File: src/uaof_cfg.svh
/*
  address/opcode match filter constants: register offsets, field positions, codes.
  assumes inclusion by bare name from the package and the design file.
*/
`ifndef UAOF_CFG_SVH
`define UAOF_CFG_SVH

`define UAOF_OFS_FILTER 4'h0
`define UAOF_OFS_EVTCFG 4'h1
`define UAOF_OFS_GLOBAL 4'h2
`define UAOF_OFS_COUNT 4'h3

`define UAOF_ADDR_HI 39
`define UAOF_ADDR_LO 3
`define UAOF_OPC_HI 43
`define UAOF_OPC_LO 40
`define UAOF_CLS_HI 47
`define UAOF_CLS_LO 44
`define UAOF_SEL_HI 63
`define UAOF_SEL_LO 61

`define UAOF_FILTER_MASK 64'he000_ffff_ffff_fff8
`define UAOF_FILTER_RESET 64'h0000_0000_0000_0000

`define UAOF_EVT_MATCH 8'h35
`define UAOF_EVT_EN_BIT 22

`define UAOF_SEL_OFF 3'h0
`define UAOF_SEL_ADDR 3'h4
`define UAOF_SEL_OPC 3'h2
`define UAOF_SEL_EITHER 3'h6
`define UAOF_SEL_BOTH 3'h1

`define UAOF_CLS_HOME 4'h0
`define UAOF_CLS_SNOOP 4'h1
`define UAOF_CLS_DATA 4'he

`define UAOF_OPC_DEMAND_FETCH 4'h2
`define UAOF_OPC_WRITEBACK 4'h3
`define UAOF_OPC_PREFETCH_READ 4'h4
`define UAOF_OPC_PREFETCH_OWN 4'h5
`define UAOF_OPC_PREFETCH_FETCH 4'h6
`define UAOF_OPC_OTHER_A 4'h7
`define UAOF_OPC_OTHER_B 4'hf

`endif

File: src/uaof_pkg.sv
/*
  types of the address/opcode match filter.
  assumes the cfg header sits in the same folder.
*/
`include "uaof_cfg.svh"

package uaof_pkg;

  typedef struct packed {
    logic [2:0] match_criteria_select;
    logic [12:0] rsvd_hi;
    logic [3:0] msg_class;
    logic [3:0] opcode;
    logic [36:0] addr;
    logic [2:0] rsvd_lo;
  } uaof_filter_t;

  typedef struct packed {
    logic valid;
    logic [39:0] addr;
    logic [3:0] msg_class;
    logic [3:0] opcode;
  } uaof_txn_t;

  typedef struct packed {
    logic wr;
    logic rd;
    logic [3:0] index;
    logic [63:0] wdata;
  } uaof_reg_req_t;

endpackage : uaof_pkg

File: src/uaof_filter.sv
/*
  uncore address/opcode match filter with one qualified 48-bit counter.
  assumes transactions come from logic on CORE_CLK and register accesses
  arrive as single-cycle strobes from the register access path.
*/
//
// Behaviour
// - the counter's 8-bit event select picks the match event, which is then qualified by the filter.
// - an address match compares request address bits 39:3 with the filter address, ignoring 2:0.
// - filter bits 47:40 are the opcode field, whose low nibble 43:40 is the compared opcode.
// - bits 47:44 select the message class: home request 0, snoop response 1, data response e.
// - opcode values are demand fetch 2, writeback 3, prefetch read 4, prefetch ownership 5, more.
// - bits 63:61 hold the match criteria select, and 000 disables the match hardware.
// - select 100 counts on an address match alone.
// - select 010 counts on an opcode and class match alone.
// - select 110 counts when either the opcode or the address matches.
// - select 001 counts only when opcode and address match together.
// - the counter counts only with its local enable and its global enable bit both set.
`timescale 1ns/1ps
`include "uaof_cfg.svh"

module uaof_filter (
  input wire logic CORE_CLK,
  input wire logic RST,
  input wire logic CLK_EN,
  input wire uaof_pkg::uaof_reg_req_t REG_REQ,
  input wire uaof_pkg::uaof_txn_t TXN,
  output logic [63:0] REG_RDATA,
  output logic REG_RVALID,
  output logic MATCH_PULSE,
  output logic [47:0] COUNT
);

  // register state
  uaof_pkg::uaof_filter_t address_opcode_match_filter;
  uaof_pkg::uaof_filter_t next_address_opcode_match_filter;
  logic [63:0] counter_event_config;
  logic [63:0] next_counter_event_config;
  logic counter_global_enable_bit;
  logic next_counter_global_enable_bit;
  logic [47:0] count;
  logic [47:0] next_count;

  // register access decode
  logic wr_take;
  logic rd_take;
  logic wr_filter;
  logic wr_evtcfg;
  logic wr_global;
  logic wr_count;

  // match criteria select decode
  logic [2:0] sel_code;
  logic sel_off;
  logic sel_addr;
  logic sel_opc;
  logic sel_either;
  logic sel_both;

  // transaction compare
  logic [`UAOF_ADDR_HI-`UAOF_ADDR_LO:0] addr_bit_eq;
  logic txn_valid;
  logic addr_hit;
  logic opcode_hit;
  logic class_hit;
  logic opc_hit;
  logic sel_hit;
  logic event_hit;
  logic local_enable;
  logic count_en;
  logic match_hit;
  logic count_step;

  // output staging
  logic [63:0] next_rdata;
  logic next_rvalid;
  logic next_pulse;
  logic [47:0] next_count_out;

  // one register strobe aimed at one offset
  function automatic logic reg_hit(
    input logic strobe,
    input logic [3:0] index,
    input logic [3:0] offset
  );
    logic r;
    r = strobe && (index == offset);
    return r;
  endfunction : reg_hit

  // one four-bit field of the transaction against the filter
  function automatic logic nibble_hit(
    input logic [3:0] seen,
    input logic [3:0] wanted
  );
    logic r;
    r = (seen == wanted);
    return r;
  endfunction : nibble_hit

  // one select code against the stored selector
  function automatic logic sel_is(
    input logic [2:0] sel,
    input logic [2:0] code
  );
    logic r;
    r = (sel == code);
    return r;
  endfunction : sel_is

  // per-bit address compare; request bits 2:0 never reach it
  genvar gi;
  generate
    for (gi = 0; gi <= `UAOF_ADDR_HI - `UAOF_ADDR_LO; gi++) begin : g_addr_cmp
      assign addr_bit_eq[gi] =
        (TXN.addr[gi + `UAOF_ADDR_LO] == address_opcode_match_filter.addr[gi]);
    end
  endgenerate

  // register strobes count only while the clock enable is high
  always_comb begin
    wr_take = CLK_EN && REG_REQ.wr;
    rd_take = CLK_EN && REG_REQ.rd;
    wr_filter = reg_hit(wr_take, REG_REQ.index, `UAOF_OFS_FILTER);
    wr_evtcfg = reg_hit(wr_take, REG_REQ.index, `UAOF_OFS_EVTCFG);
    wr_global = reg_hit(wr_take, REG_REQ.index, `UAOF_OFS_GLOBAL);
    wr_count = reg_hit(wr_take, REG_REQ.index, `UAOF_OFS_COUNT);
  end

  // match criteria select decode
  always_comb begin
    sel_code = address_opcode_match_filter.match_criteria_select;
    sel_off = sel_is(sel_code, `UAOF_SEL_OFF);
    sel_addr = sel_is(sel_code, `UAOF_SEL_ADDR);
    sel_opc = sel_is(sel_code, `UAOF_SEL_OPC);
    sel_either = sel_is(sel_code, `UAOF_SEL_EITHER);
    sel_both = sel_is(sel_code, `UAOF_SEL_BOTH);
  end

  // transaction qualification
  always_comb begin
    txn_valid = TXN.valid;
    addr_hit = &addr_bit_eq;
    opcode_hit = nibble_hit(TXN.opcode, address_opcode_match_filter.opcode);
    class_hit = nibble_hit(TXN.msg_class, address_opcode_match_filter.msg_class);
    opc_hit = opcode_hit && class_hit;
    // reserved codes decode to none of the five and count nothing
    sel_hit = !sel_off && ((sel_addr && addr_hit) ||
                           (sel_opc && opc_hit) ||
                           (sel_either && (addr_hit || opc_hit)) ||
                           (sel_both && addr_hit && opc_hit));
    event_hit = (counter_event_config[7:0] == `UAOF_EVT_MATCH);
    match_hit = txn_valid &&
                sel_hit && event_hit;
  end

  // both the local and the global enable must be set
  always_comb begin
    local_enable = counter_event_config[`UAOF_EVT_EN_BIT];
    count_en = local_enable && counter_global_enable_bit;
    count_step = CLK_EN &&
                 match_hit && count_en;
  end

  // reserved filter bits are never stored
  always_comb begin
    next_address_opcode_match_filter = address_opcode_match_filter;
    if (wr_filter) begin
      next_address_opcode_match_filter =
        uaof_pkg::uaof_filter_t'(REG_REQ.wdata & `UAOF_FILTER_MASK);
    end
  end

  always_comb begin
    next_counter_event_config = counter_event_config;
    if (wr_evtcfg) begin
      next_counter_event_config = REG_REQ.wdata;
    end
  end

  always_comb begin
    next_counter_global_enable_bit = counter_global_enable_bit;
    if (wr_global) begin
      next_counter_global_enable_bit = REG_REQ.wdata[0];
    end
  end

  // a software write beats a same-cycle match; that increment is lost
  always_comb begin
    next_count = count;
    if (wr_count) begin
      next_count = REG_REQ.wdata[47:0];
    end else if (count_step) begin
      next_count = count + 48'h1;
    end
  end

  // pulse and count copy reach the ports one edge later
  always_comb begin
    next_pulse = count_step;
    next_count_out = count;
  end

  // read answer; unmapped indexes read zero
  always_comb begin
    next_rvalid = rd_take;
    next_rdata = REG_RDATA;
    if (rd_take) begin
      unique case (REG_REQ.index)
        `UAOF_OFS_FILTER: begin
          next_rdata = address_opcode_match_filter & `UAOF_FILTER_MASK;
        end
        `UAOF_OFS_EVTCFG: begin
          next_rdata = counter_event_config;
        end
        `UAOF_OFS_GLOBAL: begin
          next_rdata = {63'h0, counter_global_enable_bit};
        end
        `UAOF_OFS_COUNT: begin
          next_rdata = {16'h0, count};
        end
        default: begin
          next_rdata = 64'h0;
        end
      endcase
    end
  end

  // filter register
  always_ff @(posedge CORE_CLK or posedge RST) begin
    if (RST) begin
      address_opcode_match_filter <= uaof_pkg::uaof_filter_t'(`UAOF_FILTER_RESET);
    end else if (CLK_EN) begin
      address_opcode_match_filter <= next_address_opcode_match_filter;
    end
  end

  // local counter configuration
  always_ff @(posedge CORE_CLK or posedge RST) begin
    if (RST) begin
      counter_event_config <= 64'h0;
    end else if (CLK_EN) begin
      counter_event_config <= next_counter_event_config;
    end
  end

  // global enable bit
  always_ff @(posedge CORE_CLK or posedge RST) begin
    if (RST) begin
      counter_global_enable_bit <= 1'b0;
    end else if (CLK_EN) begin
      counter_global_enable_bit <= next_counter_global_enable_bit;
    end
  end

  // qualified counter
  always_ff @(posedge CORE_CLK or posedge RST) begin
    if (RST) begin
      count <= 48'h0;
    end else if (CLK_EN) begin
      count <= next_count;
    end
  end

  // match pulse port
  always_ff @(posedge CORE_CLK or posedge RST) begin
    if (RST) begin
      MATCH_PULSE <= 1'b0;
    end else if (CLK_EN) begin
      MATCH_PULSE <= next_pulse;
    end
  end

  // counter copy port
  always_ff @(posedge CORE_CLK or posedge RST) begin
    if (RST) begin
      COUNT <= 48'h0;
    end else if (CLK_EN) begin
      COUNT <= next_count_out;
    end
  end

  // read valid port
  always_ff @(posedge CORE_CLK or posedge RST) begin
    if (RST) begin
      REG_RVALID <= 1'b0;
    end else if (CLK_EN) begin
      REG_RVALID <= next_rvalid;
    end
  end

  // read data port, held until the next read
  always_ff @(posedge CORE_CLK or posedge RST) begin
    if (RST) begin
      REG_RDATA <= 64'h0;
    end else if (CLK_EN) begin
      REG_RDATA <= next_rdata;
    end
  end

endmodule : uaof_filter

File: config.mk
export PLATFORM = sky130hd
export DESIGN_NAME = uaof_filter
export DESIGN_NICKNAME = d
export VERILOG_FILES = /design/src/uaof_pkg.sv /design/src/uaof_filter.sv
export VERILOG_INCLUDE_DIRS = /design/src
export SDC_FILE = /design/constraint.sdc
export NUM_CORES = 1
export LEC_CHECK = 0
export BUFFER_PORTS_ARGS = -buffer_cell sky130_fd_sc_hd__buf_2
export CAP_MARGIN = 20
export CORE_MARGIN = 2
export CORE_UTILIZATION = 50
export DETAILED_ROUTE_END_ITERATION = 16
export PLACE_DENSITY = 0.77
export SETUP_SLACK_MARGIN = 0.05
export SLEW_MARGIN = 30
export SYNTH_ARGS = -nofsm -noshare
export SYNTH_HDL_FRONTEND = slang
export SYNTH_SLANG_ARGS = --single-unit
File: constraint.sdc
create_clock -name CORE_CLK -period 14.48 [get_ports CORE_CLK]
set_clock_uncertainty 0.05 [all_clocks]
set_input_delay 2.896 -clock CORE_CLK [delete_from_list [all_inputs] [get_ports CORE_CLK]]
set_output_delay 2.896 -clock CORE_CLK [all_outputs]
set_load 0.05 [all_outputs]
Yosys cells after proc, flatten, opt, wreduce, memory -nomap -nowiden
Index checks and enable logic that the tools add are counted.
- input port bits: 122
- output and inout bits: 114
- register bits after elaboration: 275
- equal/unequal tests: 47
- reductions and logical operators: 32
- muxes and demuxes: 3
- add/subtract/negate cells: 1
- operators by type and width (kind ; number):
    $pmux 64 s4 ; 1
    $mux 48 ; 2
    $add 48x1->48 const B ; 1
    $eq 1x1->1 ; 37
    $reduce_and 37->1 ; 1
    $logic_and 1x1->1 ; 18
    $reduce_and 2->1 ; 5
    $eq 4x2->1 const B ; 2
    $eq 4x4->1 ; 2
    $eq 8x6->1 const B ; 1
    $eq 3x3->1 const B ; 2
    $eq 4x1->1 const B ; 1
    $logic_not 4->1 ; 1
    $logic_or 1x1->1 ; 4
    $eq 3x1->1 const B ; 1
    $eq 3x2->1 const B ; 1
    $logic_not 3->1 ; 1
    $reduce_bool 2->1 ; 1
    $logic_not 1->1 ; 1

Longest topological paths before layout
Gate-level depths: netlist (run 1).
- depth after elaboration: 13
- mapped depth: 10
- depth with buffers taken out: 8

Worst setup path after synthesis (run 1)
No wires, ideal clock.
- kind: input-to-reg
- start: input TXN[38] in the netlist's numbering
- end: register count[32]
- library setup time: 82 ps
- slack: 9255 ps
- cell stages on the path: 9
- arrival time: 5093 ps
- cells stage by stage: xor2_1 > or4b_1 > nor3_2 > nand4_2 > and3_1 > buf_6 > buf_6 > or4_1 > a31oi_1
- word-level cells in the longest chain between the ends: 13
- RTL lines (element ; line ; RTL):
    start: declaration ; uaof_filter.sv:27 ; input wire uaof_pkg::uaof_txn_t TXN,
    $eq 1x1->1 * ; uaof_filter.sv:116 ; (TXN.addr[gi + `UAOF_ADDR_LO] == address_opcode_match_filter.addr[gi]);
    $reduce_and 37->1 * ; uaof_filter.sv:143 ; addr_hit = &addr_bit_eq;
    $logic_and 1x1->1 or $logic_or 1x1->1 (tied branches) ; uaof_filter.sv:148, uaof_filter.sv:150 ;
    $logic_or 1x1->1 or $logic_and 1x1->1 (tied branches) ; uaof_filter.sv:148, uaof_filter.sv:150 ;
    $logic_or 1x1->1 ; uaof_filter.sv:149 ; (sel_opc && opc_hit) ||
    $logic_or 1x1->1 * ; uaof_filter.sv:150 ; (sel_either && (addr_hit || opc_hit)) ||
    $logic_and 1x1->1 * ; uaof_filter.sv:148 ; sel_hit = !sel_off && ((sel_addr && addr_hit) ||
    $logic_and 1x1->1 * ; uaof_filter.sv:153 ; match_hit = txn_valid &&
    $logic_and 1x1->1 * ; uaof_filter.sv:154 ; sel_hit && event_hit;
    $logic_and 1x1->1 * ; uaof_filter.sv:161 ; count_step = CLK_EN &&
    $logic_and 1x1->1 * ; uaof_filter.sv:162 ; match_hit && count_en;
    $reduce_bool 2->1 (no source line) * ; n/a ;
    $reduce_and 2->1 (no source line) * ; n/a ;
    end signal: assignment ; uaof_filter.sv:261 ; count <= next_count;
    end: declaration ; uaof_filter.sv:41 ; logic [47:0] count;
Mark *: on every way between the ends. The rest lies on a longest branch, timed or not.
A chain may end at the register's enable or synchronous reset.

Worst setup path after layout (run 1)
- start: input TXN[21] in the netlist's numbering
- end: register count[46]
The elaborated chain is that of the path after synthesis.

==> summary.md, run 1 <==
Buffers added to address setup during post-CTS repair amount to 0. The type of element capturing the critical path is a flip-flop. The number of pins with negative max-slew slack in the final report is 0. Summing all placed instances gives a cell area of 14,400 um^2. The die covers 27,100 um^2.

The fraction of power consumed by combinational cells is 0.228. The most common cell after layout, fill and taps aside is sky130_fd_sc_hd__dfrtp_1. After routing the design area is 15,300 um^2. Clock tree synthesis found a total of 275 sinks.

STA classifies the critical path startpoint as an input port. Routability-driven placement finished with a final weighted congestion of 0.852. Dividing total power by cell area gives a power density of 146 nW/um^2. Dominant synthesized flop cell: sky130_fd_sc_hd__dfrtp_1. The number of hold buffers added after CTS was 0.

The count of final hold-check violations is 0. At the pin with the least slew margin, the transition time is 0.966 ns. Internal power comes to 1490 uW. Summed over all nets, the half-perimeter wirelength after detailed placement is 24.3 mm. In the layout the commonest cells are sky130_fd_sc_hd__dfrtp_1, sky130_fd_sc_hd__buf_2, sky130_fd_sc_hd__mux2_2, sky130_fd_sc_hd__o21ai_0, sky130_fd_sc_hd__nand2_1.

The max-cap check violation count came out at 0. Data on the critical path arrives at its endpoint at 6.01 ns. Setup repair after global routing left no endpoint under its margin. TritonCTS built the clock tree. Sequential share of power: 0.460. The starting density of the core is 0.511, and the switching share of power is 0.332. The post-route antenna net violation count is 0.

Ranked by total cell area, the synthesized netlist is headed by sky130_fd_sc_hd__dfrtp_1, sky130_fd_sc_hd__mux2_2, sky130_fd_sc_hd__a22o_1. Synthesis produced a netlist with a net count of 1,241. The average wire length per cell after detail routing came out at 21.7 um. The layout cell share with drive strength beyond 1 is 0.342.

In this run, synthesis inferred 0 flip-flops with an integrated enable. The cell area after synthesis is 12,900 um^2. The highest ir drop seen on vdd was 0.000109 V. For this block, the via count after detailed routing is 10,000. Global-route usage over all layers: 0.268. The first TritonRoute pass finished after 5 iterations. Using the TritonRoute via totals, the vias-per-cell ratio works out to 5.97. The initial antenna violation count is 8. In the final timing run, aggregate negative setup slack is 0 ns. The first-pass GRT wire length is 56.0 mm, and the total of buffers placed on input and output ports is 232.

For the finished layout, the period the worst path requires is 5.61 ns. In this run the deepest clock path goes through 3 buffers. The cell sitting at the root of the clock tree is a sky130_fd_sc_hd__clkbuf_16.

Clock-pin slew was measured on the worst setup and hold paths at 0.06 ns. The data required time of the worst path is 14.88 ns. The worst hold-check path type is reg -> reg. The count of unique library cells instantiated by Yosys was 40; the relative slew slack was 0.350. The run gives 2,057 as the fill cell instance count of the final layout. The residual overflow from global routing was 0; the number of global-route vias before repair was 9,964. The maximum number of pins on one net before global-route repair came out at 152. The flip-flop and latch count after synthesis was 275. Count of H-tree levels built during CTS: 1. Largest area contributor in the synthesized netlist: sky130_fd_sc_hd__dfrtp_1. The switching power was 740 uW; the number of nets at the end of the flow was 1,445. In this run, post-CTS repair resized a total of 0 instances. From bottom edge to top edge, the die measures 165 um.

The worst setup slack after placement was 8.15 ns; the core region area was 25,300 um^2. Post-synthesis average cell area: 11.5 um^2. The proportion of synthesized flip-flops having asynchronous set or reset was 1.00; the horizontal die dimension was 165 um. The number of DRC markers after the initial detailed-route iteration is 842, and the slack of the critical path is 8.87 ns. The highest clock rate was 0.178 GHz.

For the total of endpoints with negative setup slack in the final report, the log shows 0. 236 I/O pins were placed. Along the worst path, the maximum fanout reaches 62. The run gives 0.534 as the sequential cell area fraction in the yosys report. For this design the static power due to leakage is 0.00715 uW. The total wire length after detailed routing was 36.5 mm; the clock network fraction of design power was 0.312. The critical path is of the in -> reg type. The fraction of synthesized cell area taken by the top area cell type was 0.534. The area growth from synthesis to layout is 18.6%. Counting every instance in the synthesized netlist gives 1,118.

The flow ran to the end, and the final reports show no timing, DRC or antenna violations. The DRC violation count after routing was 0; the placement row count was 58. The clock latency reported for the late side of the worst-skew pair was 0.54 ns; the number of warning messages in the yosys log was 0. The number of clock buffers added by TritonCTS is 28. The share of the cycle needed by the critical path after routing came out at 0.388.
-- flip-flops by register name, indices dropped and copies added (netlist names) --
name,count
MATCH_PULSE,1
count,48
sel_code,3
counter_global_enable_bit,1
REG_RVALID,1
REG_RDATA,64
COUNT,48
counter_event_config,64
address_opcode_match_filter,45
-- kinds of logic (layout without fill, tap and decap cells) --
kind of cell | after synthesis | count (layout) | synth area share
compound gates | 211 | 211 | 0.107
xor+xnor | 61 | 61 | 0.0414
fa+ha+maj | 1 | 1 | 0.000970
buf+inv | 80 | 306 | 0.0244
flops | 275 | 275 | 0.534
mux | 212 | 212 | 0.180
other cells | 0 | 5 | 0
simple gates | 278 | 278 | 0.112
-- final timing paths --
check | startpoint | to | depth (start not counted) | slack [ns]
setup reg to reg | count[0] | count[36] | 8 | 10.78
setup / recovery | TXN[21] | count[46] | 8 | 8.87
hold reg to reg | REG_RDATA[63] | REG_RDATA[63] | 2 | 0.42
min in group asynchronous | RST | REG_RDATA[60] | 2 | 2.29
max in group asynchronous | RST | REG_RDATA[25] | 3 | 10.92
hold / removal | REG_RDATA[63] | REG_RDATA[63] | 2 | 0.42
-- metal layers --
layer | routed length (um) | track usage | up-vias
li1 | - | - | 4528
met1 | 15500 | 0.367 | 4999
met2 | 17000 | 0.431 | 411
met3 | 3060 | 0.0558 | 79
met4 | 962 | 0.0826 | 10
met5 | 65 | 0 | -
-- worst max-delay path, cell delays in order --
cell and delay (ns):
sky130_fd_sc_hd__buf_2 0.10, sky130_fd_sc_hd__xnor2_1 0.34, sky130_fd_sc_hd__or4b_1 0.50, sky130_fd_sc_hd__nor3_2 0.29, sky130_fd_sc_hd__nand4_2 0.52, sky130_fd_sc_hd__and3_4 0.60, sky130_fd_sc_hd__or4_1 0.56, sky130_fd_sc_hd__a31oi_1 0.19
-- Yosys cell counts, types with 2 or more instances --
| cell type | instances |
|---|---|
| sky130_fd_sc_hd__nor2_1 | 39 |
| sky130_fd_sc_hd__nand4_1 | 19 |
| sky130_fd_sc_hd__a311oi_1 | 2 |
| sky130_fd_sc_hd__nand3_1 | 25 |
| sky130_fd_sc_hd__mux2_2 | 161 |
| sky130_fd_sc_hd__and4_1 | 8 |
| sky130_fd_sc_hd__dfrtp_1 | 275 |
| sky130_fd_sc_hd__mux2i_1 | 51 |
| sky130_fd_sc_hd__buf_1 | 4 |
| sky130_fd_sc_hd__and2_1 | 8 |
| sky130_fd_sc_hd__nor2b_1 | 2 |
| sky130_fd_sc_hd__nor4_1 | 19 |
| sky130_fd_sc_hd__a31oi_1 | 45 |
| sky130_fd_sc_hd__nor3_1 | 6 |
| sky130_fd_sc_hd__or3_1 | 26 |
| sky130_fd_sc_hd__nand4_2 | 2 |
| sky130_fd_sc_hd__o31ai_1 | 11 |
| sky130_fd_sc_hd__nand4b_1 | 2 |
| sky130_fd_sc_hd__o21ai_0 | 89 |
| sky130_fd_sc_hd__nand2_1 | 88 |
| sky130_fd_sc_hd__or4_1 | 9 |
| sky130_fd_sc_hd__inv_1 | 6 |
| sky130_fd_sc_hd__buf_6 | 2 |
| sky130_fd_sc_hd__xnor2_1 | 17 |
| sky130_fd_sc_hd__xor2_1 | 44 |
| sky130_fd_sc_hd__a22o_1 | 59 |
| sky130_fd_sc_hd__and3_1 | 19 |
| sky130_fd_sc_hd__clkbuf_1 | 68 |
-- metrics by stage --
step           total power, uW  instances  hold slack [ns]   util
2_1_floorplan             1380       1118            0.412      -
3_3_place_gp              1530       1620            0.406  0.568
3_5_place_dp              1550       1621            0.410  0.569
4_1_cts                   2240       1673            0.424  0.604
5_1_grt                   2330       1675            0.442  0.605
6_report                  2230       1679            0.421  0.606
-- power groups by stage --
stage | Combinational [uW] | Clock (uW) | Sequential [uW]
4_1_cts | 510 | 704 | 1030
3_5_place_dp | 508 | 0 | 1040
6_report | 508 | 694 | 1030
5_1_grt | 544 | 737 | 1040
3_3_place_gp | 496 | 0 | 1030
2_1_floorplan | 219 | 0 | 1160
-- cell type report --
type                    instances  area, um^2  area share
flip-flops and latches        275        6880       0.450
inverters                       6        30.0     0.00196
clock inverters                 3        17.5     0.00115
multi-input cells             763        5740       0.375
repair buffers                248        1340      0.0876
clock buffers                  49         861      0.0563
diodes                          5        12.5    0.000818
well taps                     330         413      0.0270
(Power assumes the default switching activity.)
==> run 2: changes to the inputs <==
Settings changed: ABC_AREA set to 1, PLACE_DENSITY 0.77 to 0.76.
Clock period 14.48 ns to 5.9 ns, I/O delays scaled along.
==> summary.md, run 2 <==
The switching share of power works out to 0.293 (-0.0391). The placement row count was 60 (+3.4%); the cell depth of the worst hold path was 2 (unchanged). The logs give 0.56 ns (+0.02 ns) for the clock latency reported for the late side of the worst-skew pair and 0.510 (-0.000578) for the starting density of the core. For the post-DP HPWL, the log shows 30.0 mm (+23%). The logs give 5930 um^2 (+3.2%) for the area occupied by multi-input gates and 0.475 (+0.015) for the sequential share of power. Sorting the synthesized cells by area gives the leading types as sky130_fd_sc_hd__dfrtp_1, sky130_fd_sc_hd__nand2_1, sky130_fd_sc_hd__o21ai_0. Sequential cell area: 6880 um^2 (unchanged).

For the core region area, the log shows 27,000 um^2 (+6.7%). Worst setup slack after placement: 1.67 ns (-6.48 ns). The run gives 0.139 (-0.089) as the fraction of power consumed by combinational cells. For the wire length on met1, the log shows 19.6 mm (+27%). The flow ran to the end, and the final reports show no timing, DRC or antenna violations.

Share of the cycle needed by the critical path after routing: 0.570. The type of element capturing the critical path is a flip-flop. TritonCTS built the clock tree. The category of the worst setup path launch point was an input port. The cell sitting at the root of the clock tree is a sky130_fd_sc_hd__clkbuf_16. Sequential cell area fraction in the yosys report: 0.501 (-0.0330). The tools report the maximum buffer depth of the clock tree as 3 (unchanged).

The min-delay analysis places its worst path in the category reg -> reg. The startpoint identified for the worst register-to-register timing path is address_opcode_match_filter[13]. The residual overflow from global routing came out at 0 (unchanged). In this run the critical register-to-register path is captured at count[6].

The clock transition at the register clock pins on the worst setup and hold paths after CTS is 0.07 ns (about the same). After synthesis, the most frequently instantiated cells are sky130_fd_sc_hd__nand2_1, sky130_fd_sc_hd__dfrtp_1, sky130_fd_sc_hd__o21ai_0, sky130_fd_sc_hd__inv_1, sky130_fd_sc_hd__nor2_1. The quantity of gates resized following cts is 0 (unchanged). The worst min-delay path endpoint was REG_RDATA[54]. The run gives 236 (unchanged) as the number of I/O pins. The run gives 0.928 (+8.8%) as the global placement routability congestion. The critical path in this run is classified as in -> reg. The fraction of synthesized cell area taken by the top area cell type is 0.501 (-0.0330). The switching power came out at 1370 uW (+86%). The tools report the maximum number of pins on one net before global-route repair as 153 (+0.66%). Routed wire length on met3: 3.70 mm (+21%). The most frequently used cell type in the post-synthesis netlist was sky130_fd_sc_hd__nand2_1. The depth of the worst register-to-register path is 14 (+6). In the layout the commonest cells are sky130_fd_sc_hd__nand2_1, sky130_fd_sc_hd__dfrtp_1, sky130_fd_sc_hd__buf_2, sky130_fd_sc_hd__o21ai_0, sky130_fd_sc_hd__inv_1. The tools report the number of nets in the synthesized netlist as 1,879 (+51%).

Mean number of vias per cell: 5.40 (-9.5%). The setup TNS is 0 ns (unchanged). The total of endpoints with negative setup slack in the final report is 0 (unchanged).

The run gives 29 (+3.6%) as the clock buffer count from CTS. The logs give 0 (unchanged) for the max-cap check violation count and 12,500 (+24%) for the number of vias in the routed layout. For the standard cell area after detailed placement, the log shows 15,100 um^2 (+4.8%). The number of clock sinks was 275 (unchanged). The flip-flop and latch count after synthesis works out to 275 (unchanged). The data required time of the worst path came out at 6.34 ns (-8.54 ns). The run gives 3310 uW (+120%) as the internal power.

The library cell used most frequently in the layout, excluding fill and tap cells, is sky130_fd_sc_hd__nand2_1. The number of nets at the end of the flow was 2,065 (+43%); the count of H-tree levels built during CTS was 1 (unchanged). The layout overhead on the synthesized area is 16.5%, and the DRC violation count after routing is 0 (unchanged). The biggest area contributor in the post-synthesis netlist is sky130_fd_sc_hd__dfrtp_1. The average wire length per cell after detail routing is 18.4 um (-15%), and the final standard cell count with taps included and fillers excluded is 2,307 (+37%).

Subtracting the final worst setup slack from the clock period gives 3.36 ns. The horizontal die dimension is 170 um (+3.2%), and the post-placement cell count is 2,252 (+39%). The data arrival time at the worst-slack endpoint was 3.81 ns (-2.20 ns). The worst hold path begins at REG_RDATA[54].

The worst hold margin is 0.421 ns (-0.000323 ns), and the global-route usage over all layers is 0.296 (+0.0276). In the synthesized netlist the dominant register cell turns out to be sky130_fd_sc_hd__dfrtp_1. For the worst reg-to-reg setup slack, the log shows 3.18 ns (-7.60 ns). Setup repair after global routing left no endpoint under its margin. The area of all placed cells without fillers was 16,000 um^2 (+4.7%).

The count of unique library cells instantiated by Yosys came out at 38 (-5.0%). Timing would allow up to 0.297 GHz. The power per unit of standard cell area is 293 nW/um^2 (+100%).

The number of cells produced by synthesis was 1,756 (+57%). For the number of pins with negative max-slew slack in the final report, the log shows 0 (unchanged). For the total wire length after detailed routing, the log shows 42.4 mm (+16%). The chip height is 170 um (+3.2%), and the number of DRC markers after the initial detailed-route iteration is 1,210 (+44%). The number of buffers added to fix hold violations after cts is 0 (unchanged). The beginning of the critical path was REG_REQ[65].

The tools report the cell leakage power as 0.00822 uW (+15%). The proportion of synthesized flip-flops having asynchronous set or reset is 1.00 (unchanged), and the initial antenna violation count is 2 (-6). The slew of the pin with the lowest slew margin was 0.987 ns (+0.0206 ns). Maximum net fanout on the critical path: 56 (-9.7%).

For the number of global-route vias before repair, the log shows 11,600 (+17%). The tools report the first-pass GRT wire length as 65.8 mm (+17%). For the slack of the critical path, the log shows 2.54 ns (-6.33 ns). Relative slew slack: 0.338 (-0.0119).

The layout cell share with drive strength beyond 1 is 0.181 (-0.161). The highest ir drop seen on vdd was 0.000210 V (+93%). The cell area after synthesis came out at 13,700 um^2 (+6.6%). The number of setup buffers added after CTS was 0 (unchanged); the count of flip-flops with a built-in enable after synthesis was 0 (unchanged). The total of buffers placed on input and output ports was 232 (unchanged).

The count of final hold-check violations was 0 (unchanged); the number of warning messages in the yosys log was 0 (unchanged). For the area of the die, the log shows 28,800 um^2 (+6.4%). The uppermost signal routing layer after detailed routing was met4. The tools report the fill cell instance count of the final layout as 2,468 (+20%). The post-synthesis average cell area came out at 7.83 um^2 (-32%).

Number of iterations in the first detailed-routing pass: 5 (unchanged). The largest registers in the layout are REG_RDATA: 64 flops, counter_event_config: 64 flops. The logs give 0 (unchanged) for the post-route antenna net violation count and 18.1 mm (+6.5%) for the met2 wire length.

The run gives 0.386 (+0.074) as the clock network fraction of design power.
==> run 2: cell types whose count changed after synthesis, moves of 58 or more <==
cell and delta:
sky130_fd_sc_hd__o21ai_0 +113, sky130_fd_sc_hd__a21oi_1 +58, sky130_fd_sc_hd__nor2_1 +86, sky130_fd_sc_hd__nand3_1 +76
sky130_fd_sc_hd__mux2_2 -130, sky130_fd_sc_hd__inv_1 +148, sky130_fd_sc_hd__nand2_1 +509
==> run 2: worst max path at each step <==
stage | slack, ns | end
6_report | 2.54 | count[47]
5_1_grt | 2.35 | count[7]
4_1_cts | 2.20 | count[6]
3_5_place_dp | 1.67 | count[36]
3_3_place_gp | 1.73 | count[10]
2_1_floorplan | 1.03 | COUNT[0]
==> run 2: per-layer routing <==
metal,vias to the layer above,global-route usage
met5,-,0
met4,0,0.0784
met3,76,0.0477
met2,557,0.436
met1,5880,0.454
li1,5949,-
==> run 2: area by class of cell <==
type | count | share of cell area
repair buffers | 241 | 0.0783
multi-input cells | 1239 | 0.370
flip-flops and latches | 275 | 0.430
inverters | 156 | 0.0368
clock inverters | 21 | 0.0105
diodes | 1 | 0.000156
clock buffers | 33 | 0.0481
well taps | 341 | 0.0266
==> run 2: cell families after synthesis <==
| logic type | Yosys count | share of synthesized area |
|---|---|---|
| buffers and inverters | 242 | 0.0717 |
| multiplexers | 32 | 0.0261 |
| flip-flops | 275 | 0.501 |
| XOR/XNOR | 60 | 0.0382 |
| AO/OA/AOI/OAI | 278 | 0.104 |
| AND/OR/NAND/NOR | 868 | 0.258 |
| adder cells (fa/ha/maj) | 1 | 0.000910 |
==> run 2: worst max-delay path: stages <==
cell and delay [ns]:
sky130_fd_sc_hd__buf_2 0.14, sky130_fd_sc_hd__nand3_2 0.08, sky130_fd_sc_hd__buf_4 0.35, sky130_fd_sc_hd__nor2_4 0.03, sky130_fd_sc_hd__buf_4 0.26, sky130_fd_sc_hd__inv_2 0.71
sky130_fd_sc_hd__buf_4 0.58, sky130_fd_sc_hd__nand3_1 0.15, sky130_fd_sc_hd__nand2_1 0.10, sky130_fd_sc_hd__nand2_1 0.08, sky130_fd_sc_hd__nand2_1 0.10
==> run 2: stage by stage <==
| stage | util | total power (uW) |
|---|---|---|
| 5_1_grt | 0.594 | 4880 |
| 3_5_place_dp | 0.559 | 2900 |
| 3_3_place_gp | 0.558 | 2880 |
| 4_1_cts | 0.594 | 4700 |
| 6_report | 0.594 | 4690 |
| 2_1_floorplan | - | 2680 |
==> run 2: power groups by stage <==
stage	clock, uW	sequential [uW]	combinational [uW]
finish	1810	2230	650
global route	1900	2250	724
CTS	1820	2220	651
global placement	0	2250	628
floorplan	0	2350	328
detailed placement	0	2260	647
